### src/include/pmcs_pkg.sv
// Package for the power mode and clock switch block.
// Assumes an 8-bit special function register port from the CPU core.
package pmcs_pkg;

  // ----------------------------------------
  // Register addresses
  // ----------------------------------------
  localparam logic [7:0] ADDR_POWER_CONTROL = 8'h87;
  localparam logic [7:0] ADDR_TIMED_KEY = 8'hc7;
  localparam logic [7:0] ADDR_CLOCK_SWITCH = 8'h96;
  localparam logic [7:0] ADDR_CLOCK_ENABLE = 8'h97;

  // ----------------------------------------
  // Field positions and reset values
  // ----------------------------------------
  localparam int IDLE_BIT = 0;
  localparam int PDOWN_BIT = 1;
  localparam int FAST_EN_BIT = 5;
  localparam int EXT_EN_LO = 6;
  localparam int SEL_LO = 1;
  localparam int FAST_ST_BIT = 5;
  localparam int SLOW_ST_BIT = 4;
  localparam int EXT_ST_BIT = 3;
  localparam int FAULT_BIT = 0;
  localparam logic [7:0] CLOCK_SWITCH_RESET = 8'h30;
  localparam logic [7:0] CLOCK_ENABLE_RESET = 8'h30;
  localparam logic [1:0] EXT_ON_CODE = 2'h3;

  // ----------------------------------------
  // Timed-access keys and window
  // ----------------------------------------
  localparam logic [7:0] KEY_FIRST = 8'haa;
  localparam logic [7:0] KEY_SECOND = 8'h55;
  localparam logic [1:0] KEY_WINDOW = 2'h3;

  // ----------------------------------------
  // Source codes and oscillator rates
  // ----------------------------------------
  typedef enum logic [1:0] {
    PMCS_SRC_FAST = 2'h0,
    PMCS_SRC_EXT = 2'h1,
    PMCS_SRC_SLOW = 2'h2,
    PMCS_SRC_RSVD = 2'h3
  } pmcs_src_t;

  localparam int FAST_OSC_HZ = 16000000;
  localparam int SLOW_OSC_HZ = 10000;

  // ----------------------------------------
  // Power state codes
  // ----------------------------------------
  typedef enum logic [2:0] {
    PMCS_RUN = 3'b001,
    PMCS_IDLE = 3'b010,
    PMCS_DOWN = 3'b100
  } pmcs_state_t;

endpackage

### src/hw/pmcs_top.sv
// Power mode control and system clock source switching.
// Assumes a CPU core writing 8-bit registers on core_clk, and oscillator
// enables and clock gates built outside from the levels given here.
//
// What this block does
// [RL1] Idle request halts CPU clock; CPU state and pins stay frozen.
// [RL2] Peripheral clocks keep running in idle so interrupts can wake.
// [RL3] The idle-setting write is the last instruction before idle.
// [RL4] Interrupt exit clears idle bit; execution resumes after entry.
// [RL5] Any reset but software reset ends idle.
// [RL6] Software sets watchdog run-in-idle before relying on watchdog wake.
// [RL7] Power-down request stops system clock, peripherals, puts flash to stop.
// [RL8] RAM and pin drive values hold during power-down.
// [RL9] Any reset but software reset ends power-down; pin/power resets restart.
// [RL10] External interrupt restarts clock; service after oscillator stable.
// [RL11] External, pin, watchdog, wake timer, brown-out interrupts wake.
// [RL12] Sources: 16 MHz fast, 10 kHz slow, external clock pin.
// [RL13] Fast oscillator enable bit; slow oscillator always runs.
// [RL14] After power-up both internals run and fast one is selected.
// [RL15] External clock pin is ordinary I/O unless the external input is enabled.
// [RL16] Clock switch and enable writes need timed access.
// [RL17] Software enables target, polls stable, then switches source.
// [RL18] Disabling the active oscillator is ignored entirely.
// [RL19] Selecting a disabled source updates field, sets fault, keeps clock.
// [RL20] Unstable target: fault set, switch when stable, then fault clears.
// [RL21] Status bits 5, 4, 3 show fast, slow, external enabled and stable.
// [RL22] Select field bits 2:1: 00 fast, 01 ext, 10 slow, 11 reserved.
// [RL23] Software writes key 0xaa then 0x55 before protected writes.
// [RL24] Fault flag is bit 0 of clock enable register.
// [RL25] External clock enabled only when its field equals 11.
// [RL26] Idle and power-down together enter power-down only.
module pmcs_top
  import pmcs_pkg::*;
#(
  parameter int FAST_SETTLE = 32,
  parameter int SLOW_SETTLE = 4,
  parameter int EXT_SETTLE = 16
) (
  input wire logic core_clk,
  input wire logic rst,
  input wire logic sw_reset,
  input wire logic reg_wr,
  input wire logic [7:0] reg_addr,
  input wire logic [7:0] reg_wdata,
  output logic [7:0] reg_rdata,
  input wire logic wake_ext_irq,
  input wire logic wake_pin_irq,
  input wire logic wake_wdt_irq,
  input wire logic wake_timer_irq,
  input wire logic wake_brownout_irq,
  input wire logic wake_other_irq,
  input wire logic ext_clock_pin,
  output logic cpu_clk_en,
  output logic periph_clk_en,
  output logic flash_stop,
  output logic hold_outputs,
  output logic fast_osc_on,
  output logic ext_clock_on,
  output logic ext_pin_is_gpio,
  output logic [1:0] active_source
);

  // ----------------------------------------
  // Pin synchroniser and interrupt sum
  // ----------------------------------------
  logic ext_pin_s1;
  logic ext_pin_s2;
  logic ext_pin_prev;
  logic ext_edge;
  always_ff @(posedge core_clk or posedge rst) begin
    if (rst) begin
      ext_pin_s1 <= 1'b0;
      ext_pin_s2 <= 1'b0;
      ext_pin_prev <= 1'b0;
    end else begin
      ext_pin_s1 <= ext_clock_pin;
      ext_pin_s2 <= ext_pin_s1;
      ext_pin_prev <= ext_pin_s2;
    end
  end
  assign ext_edge = ext_pin_s2 ^ ext_pin_prev;

  // [RL11] Power-down wake sources.
  wire down_wake = wake_ext_irq | wake_pin_irq | wake_wdt_irq |
                   wake_timer_irq | wake_brownout_irq;
  // [RL2] Any enabled interrupt wakes idle.
  wire idle_wake = down_wake | wake_other_irq;

  // ----------------------------------------
  // Timed-access key
  // ----------------------------------------
  logic [1:0] key_stage;
  logic [1:0] key_timer;
  wire wr_key = reg_wr && reg_addr == ADDR_TIMED_KEY;
  wire wr_sw = reg_wr && reg_addr == ADDR_CLOCK_SWITCH;
  wire wr_en = reg_wr && reg_addr == ADDR_CLOCK_ENABLE;
  wire wr_pc = reg_wr && reg_addr == ADDR_POWER_CONTROL;
  wire unlocked = key_stage == 2'h2;
  // [RL16] Protected writes pass only while unlocked.
  wire ok_sw = wr_sw && unlocked;
  wire ok_en = wr_en && unlocked;

  // [RL23] Key sequence opens a short window.
  always_ff @(posedge core_clk or posedge rst) begin
    if (rst) begin
      key_stage <= 2'h0;
      key_timer <= 2'h0;
    end else if (wr_key && reg_wdata == KEY_FIRST) begin
      key_stage <= 2'h1;
      key_timer <= KEY_WINDOW;
    end else if (wr_key && key_stage == 2'h1 && reg_wdata == KEY_SECOND) begin
      key_stage <= 2'h2;
      key_timer <= KEY_WINDOW;
    end else if (wr_sw || wr_en || wr_key || key_timer == 2'h0) begin
      key_stage <= 2'h0;
      key_timer <= 2'h0;
    end else begin
      key_timer <= key_timer - 2'h1;
    end
  end

  // ----------------------------------------
  // Oscillator enables and status
  // ----------------------------------------
  logic fast_en;
  logic [1:0] ext_field;
  logic fast_st;
  logic slow_st;
  logic ext_st;
  logic [1:0] sel_field;
  logic [1:0] cur_src;
  logic fault;
  pmcs_state_t state;

  // [RL25] External input on only for code 11.
  wire ext_on = ext_field == EXT_ON_CODE;
  // [RL10] Fast oscillator halts in power-down until a wake.
  wire osc_run = state != PMCS_DOWN || down_wake;
  wire [1:0] new_ext = reg_wdata[EXT_EN_LO +: 2];
  wire new_fast = reg_wdata[FAST_EN_BIT];
  // [RL18] Refuse to turn off the running source.
  wire kills_cur = (cur_src == PMCS_SRC_FAST && !new_fast) ||
                   (cur_src == PMCS_SRC_EXT && new_ext != EXT_ON_CODE);

  // [RL13] Fast oscillator enable; slow always on.
  // [RL14] Both internals on after reset.
  always_ff @(posedge core_clk or posedge rst) begin
    if (rst) begin
      fast_en <= CLOCK_ENABLE_RESET[FAST_EN_BIT];
      ext_field <= CLOCK_ENABLE_RESET[EXT_EN_LO +: 2];
    end else if (ok_en && !kills_cur) begin
      fast_en <= new_fast;
      ext_field <= new_ext;
    end
  end

  // [RL12] Settling counters for the three sources.
  pmcs_settle #(.COUNT(FAST_SETTLE)) u_fast (
    .core_clk(core_clk), .rst(rst), .enable(fast_en && osc_run),
    .ready(fast_st));
  pmcs_settle #(.COUNT(SLOW_SETTLE)) u_slow (
    .core_clk(core_clk), .rst(rst), .enable(1'b1), .ready(slow_st));
  wire ext_live = ext_on && ext_edge;
  logic ext_seen;
  always_ff @(posedge core_clk or posedge rst) begin
    if (rst) begin
      ext_seen <= 1'b0;
    end else begin
      ext_seen <= ext_on && (ext_seen || ext_live);
    end
  end
  pmcs_settle #(.COUNT(EXT_SETTLE)) u_ext (
    .core_clk(core_clk), .rst(rst), .enable(ext_seen), .ready(ext_st));

  function automatic logic src_ready(input logic [1:0] s, input logic f,
                                     input logic l, input logic e);
    case (s)
      PMCS_SRC_FAST: src_ready = f;
      PMCS_SRC_EXT: src_ready = e;
      PMCS_SRC_SLOW: src_ready = l;
      default: src_ready = 1'b0;
    endcase
  endfunction

  function automatic logic src_enabled(input logic [1:0] s, input logic f,
                                       input logic e);
    case (s)
      PMCS_SRC_FAST: src_enabled = f;
      PMCS_SRC_EXT: src_enabled = e;
      PMCS_SRC_SLOW: src_enabled = 1'b1;
      default: src_enabled = 1'b0;
    endcase
  endfunction

  // ----------------------------------------
  // Source selection and switch fault
  // ----------------------------------------
  wire [1:0] new_sel = reg_wdata[SEL_LO +: 2];
  wire tgt_ready = src_ready(sel_field, fast_st, slow_st, ext_st);
  wire tgt_enabled = src_enabled(sel_field, fast_en, ext_on);
  wire pending = sel_field != cur_src;
  // An enable write in the same cycle defers the switch, so a source
  // cannot become current while it is being turned off.
  wire do_switch = !ok_sw && !ok_en && pending && tgt_enabled && tgt_ready;

  // [RL22] Select field written at bits 2:1.
  // [RL19] Field updates at once even if target disabled.
  always_ff @(posedge core_clk or posedge rst) begin
    if (rst) begin
      sel_field <= CLOCK_SWITCH_RESET[SEL_LO +: 2];
      cur_src <= PMCS_SRC_FAST;
    end else begin
      if (ok_sw) begin
        sel_field <= new_sel;
      end
      // [RL20] Background switch once target is stable.
      if (do_switch) begin
        cur_src <= sel_field;
      end
    end
  end

  // [RL24] Fault flag set by bad switch, cleared on success.
  always_ff @(posedge core_clk or posedge rst) begin
    if (rst) begin
      fault <= 1'b0;
    end else if (ok_sw) begin
      fault <= new_sel != cur_src &&
               !(src_enabled(new_sel, fast_en, ext_on) &&
                 src_ready(new_sel, fast_st, slow_st, ext_st));
    end else if (do_switch) begin
      fault <= 1'b0;
    end
  end

  // ----------------------------------------
  // Power state machine
  // ----------------------------------------
  pmcs_state_t next_state;
  logic idle_bit;
  logic down_bit;
  wire src_ok = src_ready(cur_src, fast_st, slow_st, ext_st);

  always_comb begin
    next_state = state;
    case (state)
      PMCS_RUN: begin
        // [RL26] Power-down wins when both bits set.
        if (wr_pc && reg_wdata[PDOWN_BIT]) begin
          next_state = PMCS_DOWN;
        end else if (wr_pc && reg_wdata[IDLE_BIT]) begin
          next_state = PMCS_IDLE;
        end
      end
      PMCS_IDLE: begin
        // [RL4] Interrupt releases idle.
        if (idle_wake) begin
          next_state = PMCS_RUN;
        end
      end
      PMCS_DOWN: begin
        // [RL10] Resume only after the clock source is stable.
        if (down_wake && src_ok) begin
          next_state = PMCS_RUN;
        end
      end
      default: next_state = PMCS_RUN;
    endcase
  end

  // [RL5] Software reset does not touch power state; others use rst.
  // [RL9] Reset leaves power-down and restarts the program.
  always_ff @(posedge core_clk or posedge rst) begin
    if (rst) begin
      state <= PMCS_RUN;
      idle_bit <= 1'b0;
      down_bit <= 1'b0;
    end else begin
      state <= next_state;
      if (state == PMCS_RUN && wr_pc) begin
        idle_bit <= reg_wdata[IDLE_BIT] & ~reg_wdata[PDOWN_BIT];
        down_bit <= reg_wdata[PDOWN_BIT];
      end else if (next_state == PMCS_RUN && state != PMCS_RUN) begin
        idle_bit <= 1'b0;
        down_bit <= 1'b0;
      end
    end
  end

  // ----------------------------------------
  // Outputs and readback
  // ----------------------------------------
  // [RL21] Status bits, [RL24] fault at bit 0, reserved bits read zero.
  wire [7:0] sw_view = {2'h0, fast_st && fast_en, slow_st,
                        ext_st && ext_on, sel_field, 1'b0};
  wire [7:0] en_view = {ext_field, fast_en, 4'h0, fault};
  wire [7:0] pc_view = {6'h0, down_bit, idle_bit};
  wire [7:0] next_rdata = reg_addr == ADDR_CLOCK_SWITCH ? sw_view :
                          reg_addr == ADDR_CLOCK_ENABLE ? en_view :
                          reg_addr == ADDR_POWER_CONTROL ? pc_view : 8'h00;

  // [RL1] [RL3] Write takes effect after its own cycle, halting the CPU.
  // [RL7] Power-down stops peripherals, flash and the fast and external sources; slow keeps running.
  // [RL8] Pins hold their values while not running.
  // [RL15] Pin is plain I/O unless the external input is on.
  always_ff @(posedge core_clk or posedge rst) begin
    if (rst) begin
      reg_rdata <= 8'h00;
      cpu_clk_en <= 1'b1;
      periph_clk_en <= 1'b1;
      flash_stop <= 1'b0;
      hold_outputs <= 1'b0;
      fast_osc_on <= 1'b1;
      ext_clock_on <= 1'b0;
      ext_pin_is_gpio <= 1'b1;
      active_source <= PMCS_SRC_FAST;
    end else begin
      reg_rdata <= next_rdata;
      cpu_clk_en <= next_state == PMCS_RUN;
      periph_clk_en <= next_state != PMCS_DOWN;
      flash_stop <= next_state == PMCS_DOWN;
      hold_outputs <= next_state != PMCS_RUN;
      fast_osc_on <= fast_en && (next_state != PMCS_DOWN || down_wake);
      ext_clock_on <= ext_on && next_state != PMCS_DOWN;
      ext_pin_is_gpio <= !ext_on;
      active_source <= cur_src;
    end
  end

  // ----------------------------------------
  // Checks
  // ----------------------------------------
  a_idle_entry_halt: assert property ( // [RL1]
    @(posedge core_clk) disable iff (rst)
    state == PMCS_RUN && wr_pc && reg_wdata[IDLE_BIT] &&
    !reg_wdata[PDOWN_BIT] |=> !cpu_clk_en && periph_clk_en)
    else $error("idle entry did not halt cpu clock");

  a_down_wins: assert property ( // [RL26]
    @(posedge core_clk) disable iff (rst)
    state == PMCS_RUN && wr_pc && reg_wdata[PDOWN_BIT] |=>
    state == PMCS_DOWN && flash_stop && !periph_clk_en)
    else $error("power-down did not win");

  a_idle_exit_clear: assert property ( // [RL4]
    @(posedge core_clk) disable iff (rst)
    state == PMCS_IDLE && idle_wake |=> state == PMCS_RUN && !idle_bit)
    else $error("idle exit did not clear bit");

  a_down_wait_stable: assert property ( // [RL10]
    @(posedge core_clk) disable iff (rst)
    state == PMCS_DOWN && !src_ok |=> state == PMCS_DOWN)
    else $error("left power-down before source stable");

  a_locked_ignored: assert property ( // [RL16]
    @(posedge core_clk) disable iff (rst)
    wr_en && !unlocked |=> $stable(fast_en) && $stable(ext_field))
    else $error("locked write changed enables");

  a_keep_current: assert property ( // [RL18]
    @(posedge core_clk) disable iff (rst)
    cur_src == PMCS_SRC_FAST |-> fast_en)
    else $error("active fast oscillator disabled");

  a_bad_switch_flag: assert property ( // [RL19]
    @(posedge core_clk) disable iff (rst)
    ok_sw && new_sel != cur_src &&
    !src_enabled(new_sel, fast_en, ext_on) |=>
    fault && sel_field == $past(new_sel) && cur_src == $past(cur_src))
    else $error("switch to disabled source mishandled");

  a_switch_clears: assert property ( // [RL20]
    @(posedge core_clk) disable iff (rst)
    do_switch |=>
    cur_src == $past(sel_field) && !fault)
    else $error("background switch did not complete");

  a_ext_code: assert property ( // [RL25]
    @(posedge core_clk) disable iff (rst)
    ext_field != EXT_ON_CODE |=> ext_pin_is_gpio && !ext_clock_on)
    else $error("external input on with wrong code");

endmodule // pmcs_top

### src/hw/pmcs_settle.sv
// Settling counter for one oscillator's stable status.
// Assumes enable is a level on core_clk; ready falls as soon as it drops.
module pmcs_settle #(
  parameter int COUNT = 16
) (
  input wire logic core_clk,
  input wire logic rst,
  input wire logic enable,
  output logic ready
);
  logic [15:0] cnt;

  always_ff @(posedge core_clk or posedge rst) begin
    if (rst) begin
      cnt <= 16'h0;
      ready <= 1'b0;
    end else if (!enable) begin
      cnt <= 16'h0;
      ready <= 1'b0;
    end else if (cnt == 16'(COUNT)) begin
      ready <= 1'b1;
    end else begin
      cnt <= cnt + 16'h1;
    end
  end
endmodule // pmcs_settle

### config.mk
export PLATFORM = sky130hd
export DESIGN_NAME = pmcs_top
export DESIGN_NICKNAME = d
export VERILOG_FILES = /design/src/include/pmcs_pkg.sv /design/src/hw/pmcs_top.sv /design/src/hw/pmcs_settle.sv
export SDC_FILE = /design/constraint.sdc
export NUM_CORES = 1
export LEC_CHECK = 0
export ABC_AREA = 1
export BUFFER_PORTS_ARGS = -buffer_cell sky130_fd_sc_hd__buf_2
export CELL_PAD_IN_SITES_DETAIL_PLACEMENT = 1
export CELL_PAD_IN_SITES_GLOBAL_PLACEMENT = 1
export CORE_MARGIN = 5
export CORE_UTILIZATION = 44
export CTS_CLUSTER_DIAMETER = 100
export DETAILED_ROUTE_END_ITERATION = 12
export HOLD_SLACK_MARGIN = 0.15
export PLACE_DENSITY = 0.89
export SYNTH_ARGS = -nofsm -noshare
export SYNTH_HDL_FRONTEND = slang
export SYNTH_SLANG_ARGS = --single-unit
### constraint.sdc
create_clock -name core_clk -period 3 [get_ports core_clk]
set_input_delay 0.15 -clock core_clk [delete_from_list [all_inputs] [get_ports core_clk]]
set_output_delay 0.15 -clock core_clk [all_outputs]
set_load 0.01 [all_outputs]
==> run_results.csv <==
group,metric,value,unit
global_routing,first_global_vias,4272,
routing,drt_wl_total,11.5,mm
clocking,cts_made_buffers,9,
sta,hold_viol_final,0,
synth,synth_top_area_share,46.2,%
synth,syn_inst,547,
final_layout,final_cell_mix,"nand2_1 (114), dfrtp_1 (83), inv_1 (78), nor2_1 (78), buf_2 (42)",
clocking,cts_tree,"built",
synth,synth.area.top_cells,"dfrtp_1 (46%), nand2_1 (9.5%), inv_1 (6.6%)",
synth,synth_area,4500,um^2
global_routing,grt_overflow,0,
final_layout,multiInputGateArea,1950,um^2
global_routing,grt_start_max_net_pins,52,
global_routing,grt_pass1_wl,19.8,mm
sta,slew_headroom,51.8,%
synth,syn_nets,581,
final_layout,final_common_cell,"nand2_1",
setup_path,path_cells,"inv_1, nand3_1, inv_1, a21oi_4, inv_1, a21oi_1",
power_and_ir_drop,leakage,2.53,nW
setup_path,end_kind,"register",
floorplan,chipHeight,111,um
final_layout,nets,640,
synth,synth_cell_types,34,
synth,synth_top_family_by_area,"simple AND/OR/NAND/NOR gates",
setup_path,crit_path_top_delay_cell,"dfstp_2",
routing,ant_nets,0,
sta,rsz0062_at_grt,"false",
sta,fin_skew,0.0118,ns
routing,drc,0,
clocking,clock-sinks,89,
global_routing,grtUsageTotal,19.3,%
synth,synth-simple-area-share,30.3,%
place,place_inst,724,
setup_path,critPathRequiredTime,3.28,ns
synth,syn_area_per_cell,8.23,um^2
setup_path,critical_path_class,"register to register",
clocking,cts_buffer_depth,2,
sta,slew_violations,0,
routing,firstDrtPassIters,4,
synth,ys_warn_count,0,
synth,synth_ff_type,"dfrtp_1",
synth,synth_seq_cells,89,
setup_path,cp_max_fo,10,
routing,drt_iter0_markers,119,
floorplan,dieWidth,111,um
hold_path,holdPathStages,3,
final_layout,syn2layout_area_growth,14.3,%
power_and_ir_drop,ir_drop,0.236,mV
final_layout,final_core_util,50.7,%
clocking,cts-root-buf,"clkbuf_8",
floorplan,core_area,10100,um^2
clocking,cts-resized-gates,0,
floorplan,dieArea,12300,um^2
sta,fmax,645,MHz
floorplan,initial_core_util,44.4,%
place,placedInstanceArea,4890,um^2
setup_path,rr_worst_depth,6,
setup_path,arrival,1.83,ns
synth,synth.area.mux_share,0,%
synth,yosysTopAreaCell,"dfrtp_1",
place,io_buffer_count,42,
clocking,htreeDepth,3,
place,hpwlAfterDp,8.46,mm
routing,vias,3887,
floorplan,rows,37,
place,gp_congestion,0.824,
setup_path,start_kind,"register",
clocking,clk_pin_slew,0.09,ns
global_routing,antenna_found_initial,1,
routing,wl_per_cell,15.3,um
final_layout,drive_gt1_share,15.9,%
sta,tightest_slew,0.723,ns
power_and_ir_drop,power_density,501,nW/um^2
final_layout,finalNonFillerCells,748,
final_layout,fillCellCount,1251,
clocking,insertion_delay,0.36,ns
routing,via_per_inst,5.20,
synth,synth_compound_area_share,6.17,%
synth,synthXorXnorAreaFrac,4.87,%
sta,timing.final.crit_share,51.6,%
sta,setup_violations,0,
clocking,cts_setup_buffers,0,
clocking,hold_buffers,7,
final_layout,design_area,5140,um^2
setup_path,cpMostUsedCell,"inv_1",
floorplan,ioPinCount,44,
synth,seq_area_frac_synth,49.7,%
setup_path,cp_slowest_stage_delay,0.53,ns
final_layout,seq_area,2230,um^2
hold_path,min_path_type,"input pin to register",
status,outcome,"finished, final reports clean",
synth,synthAdderAreaFrac,1.95,%
place,place_ws,1.44,ns
synth,synthArstFlopShare,100,%
sta,setup_tns,0,ns
synth,synth_edf_count,0,
sta,period_needed,1.55,ns
run,drv_cap,0,
sta,finalWorstSetupSlack,1.45,ns
==> kinds of logic after synthesis <==
kind of cell	Yosys count
buf+inv	82
xor+xnor	25
fa+ha+maj	7
simple gates	294
flops	89
compound gates	50
==> synthesized netlist by cell type, types with 3 or more instances <==
cell,number
nand4_1,16
nor2_1,78
inv_1,79
nand3_1,40
or2_2,4
ha_1,7
nand3b_1,3
nor3_2,6
xor2_1,24
o21ai_0,24
nand2_1,114
a21oi_1,17
dfstp_2,6
nor3_1,13
nor2_2,9
dfrtp_1,83
==> sequential cells by signal, summed over array words and instances (netlist names), 2 cells and up <==
register,flops
u_fast.cnt,16
sel_field,2
ext_field,2
reg_rdata,8
key_timer,2
active_source,2
state,3
key_stage,2
u_ext.cnt,16
cur_src,2
u_slow.cnt,16
==> path summary, 6_finish.rpt <==
path                                 startpoint  slack (ns)                   endpoint
min in group asynchronous                   rst        0.43       ext_pin_s1$_DFF_PP0_
setup reg to reg             state[0]$_DFF_PP1_        1.45  u_fast.cnt[1]$_DFFE_PP0P_
hold reg to reg            ext_pin_s1$_DFF_PP0_        0.36       ext_pin_s2$_DFF_PP0_
hold / removal                     reg_wdata[1]        0.20       flash_stop$_DFF_PP0_
setup / recovery             state[0]$_DFF_PP1_        1.45  u_fast.cnt[1]$_DFFE_PP0P_
max in group asynchronous                   rst        1.81  ext_pin_is_gpio$_DFF_PP1_
==> per-layer routing <==
metal / up-vias / track usage [%] / part of all wire [%]
met4: 0 / 7.30 / 2.1
met1: 1930 / 22.7 / 42
li1: 1862 / - / -
met3: 20 / 3.55 / 3.3
met5: - / 0 / 0
met2: 75 / 35.0 / 52
==> critical path: cells and delay by family, from the launching register on <==
kind,cells,cell delay (ns)
AO/OA/AOI/OAI,2,0.47
buffers and inverters,3,0.38
AND/OR/NAND/NOR,1,0.10
flip-flops,1,0.53
==> stage by stage <==
step	total power [W]	hold slack [ns]
floorplan	0.00166	0.181
global placement	0.00176	0.261
detailed placement	0.00181	0.263
CTS	0.00260	0.153
global route	0.00273	0.186
finish	0.00258	0.199
==> power breakdown <==
group / internal (W) / total, W / leakage [nW] / switching [W]
clock network: 0.000347 / 0.000778 / 0.0886 / 0.000431
registers: 0.00129 / 0.00137 / 1.13 / 0.0000791
logic: 0.000152 / 0.000431 / 1.31 / 0.000278
total: 0.00179 / 0.00258 / 2.53 / 0.000788
==> final cells by class <==
type	count	area share, %
sequential	89	43.5
multi-input combinational	376	37.9
inverter	80	5.86
timing repair buffer	50	5.84
tap	136	3.31
clock buffer	12	3.02
clock inverter	4	0.560
antenna	1	0.0487
No activity file was read; power rests on OpenSTA's default activity.
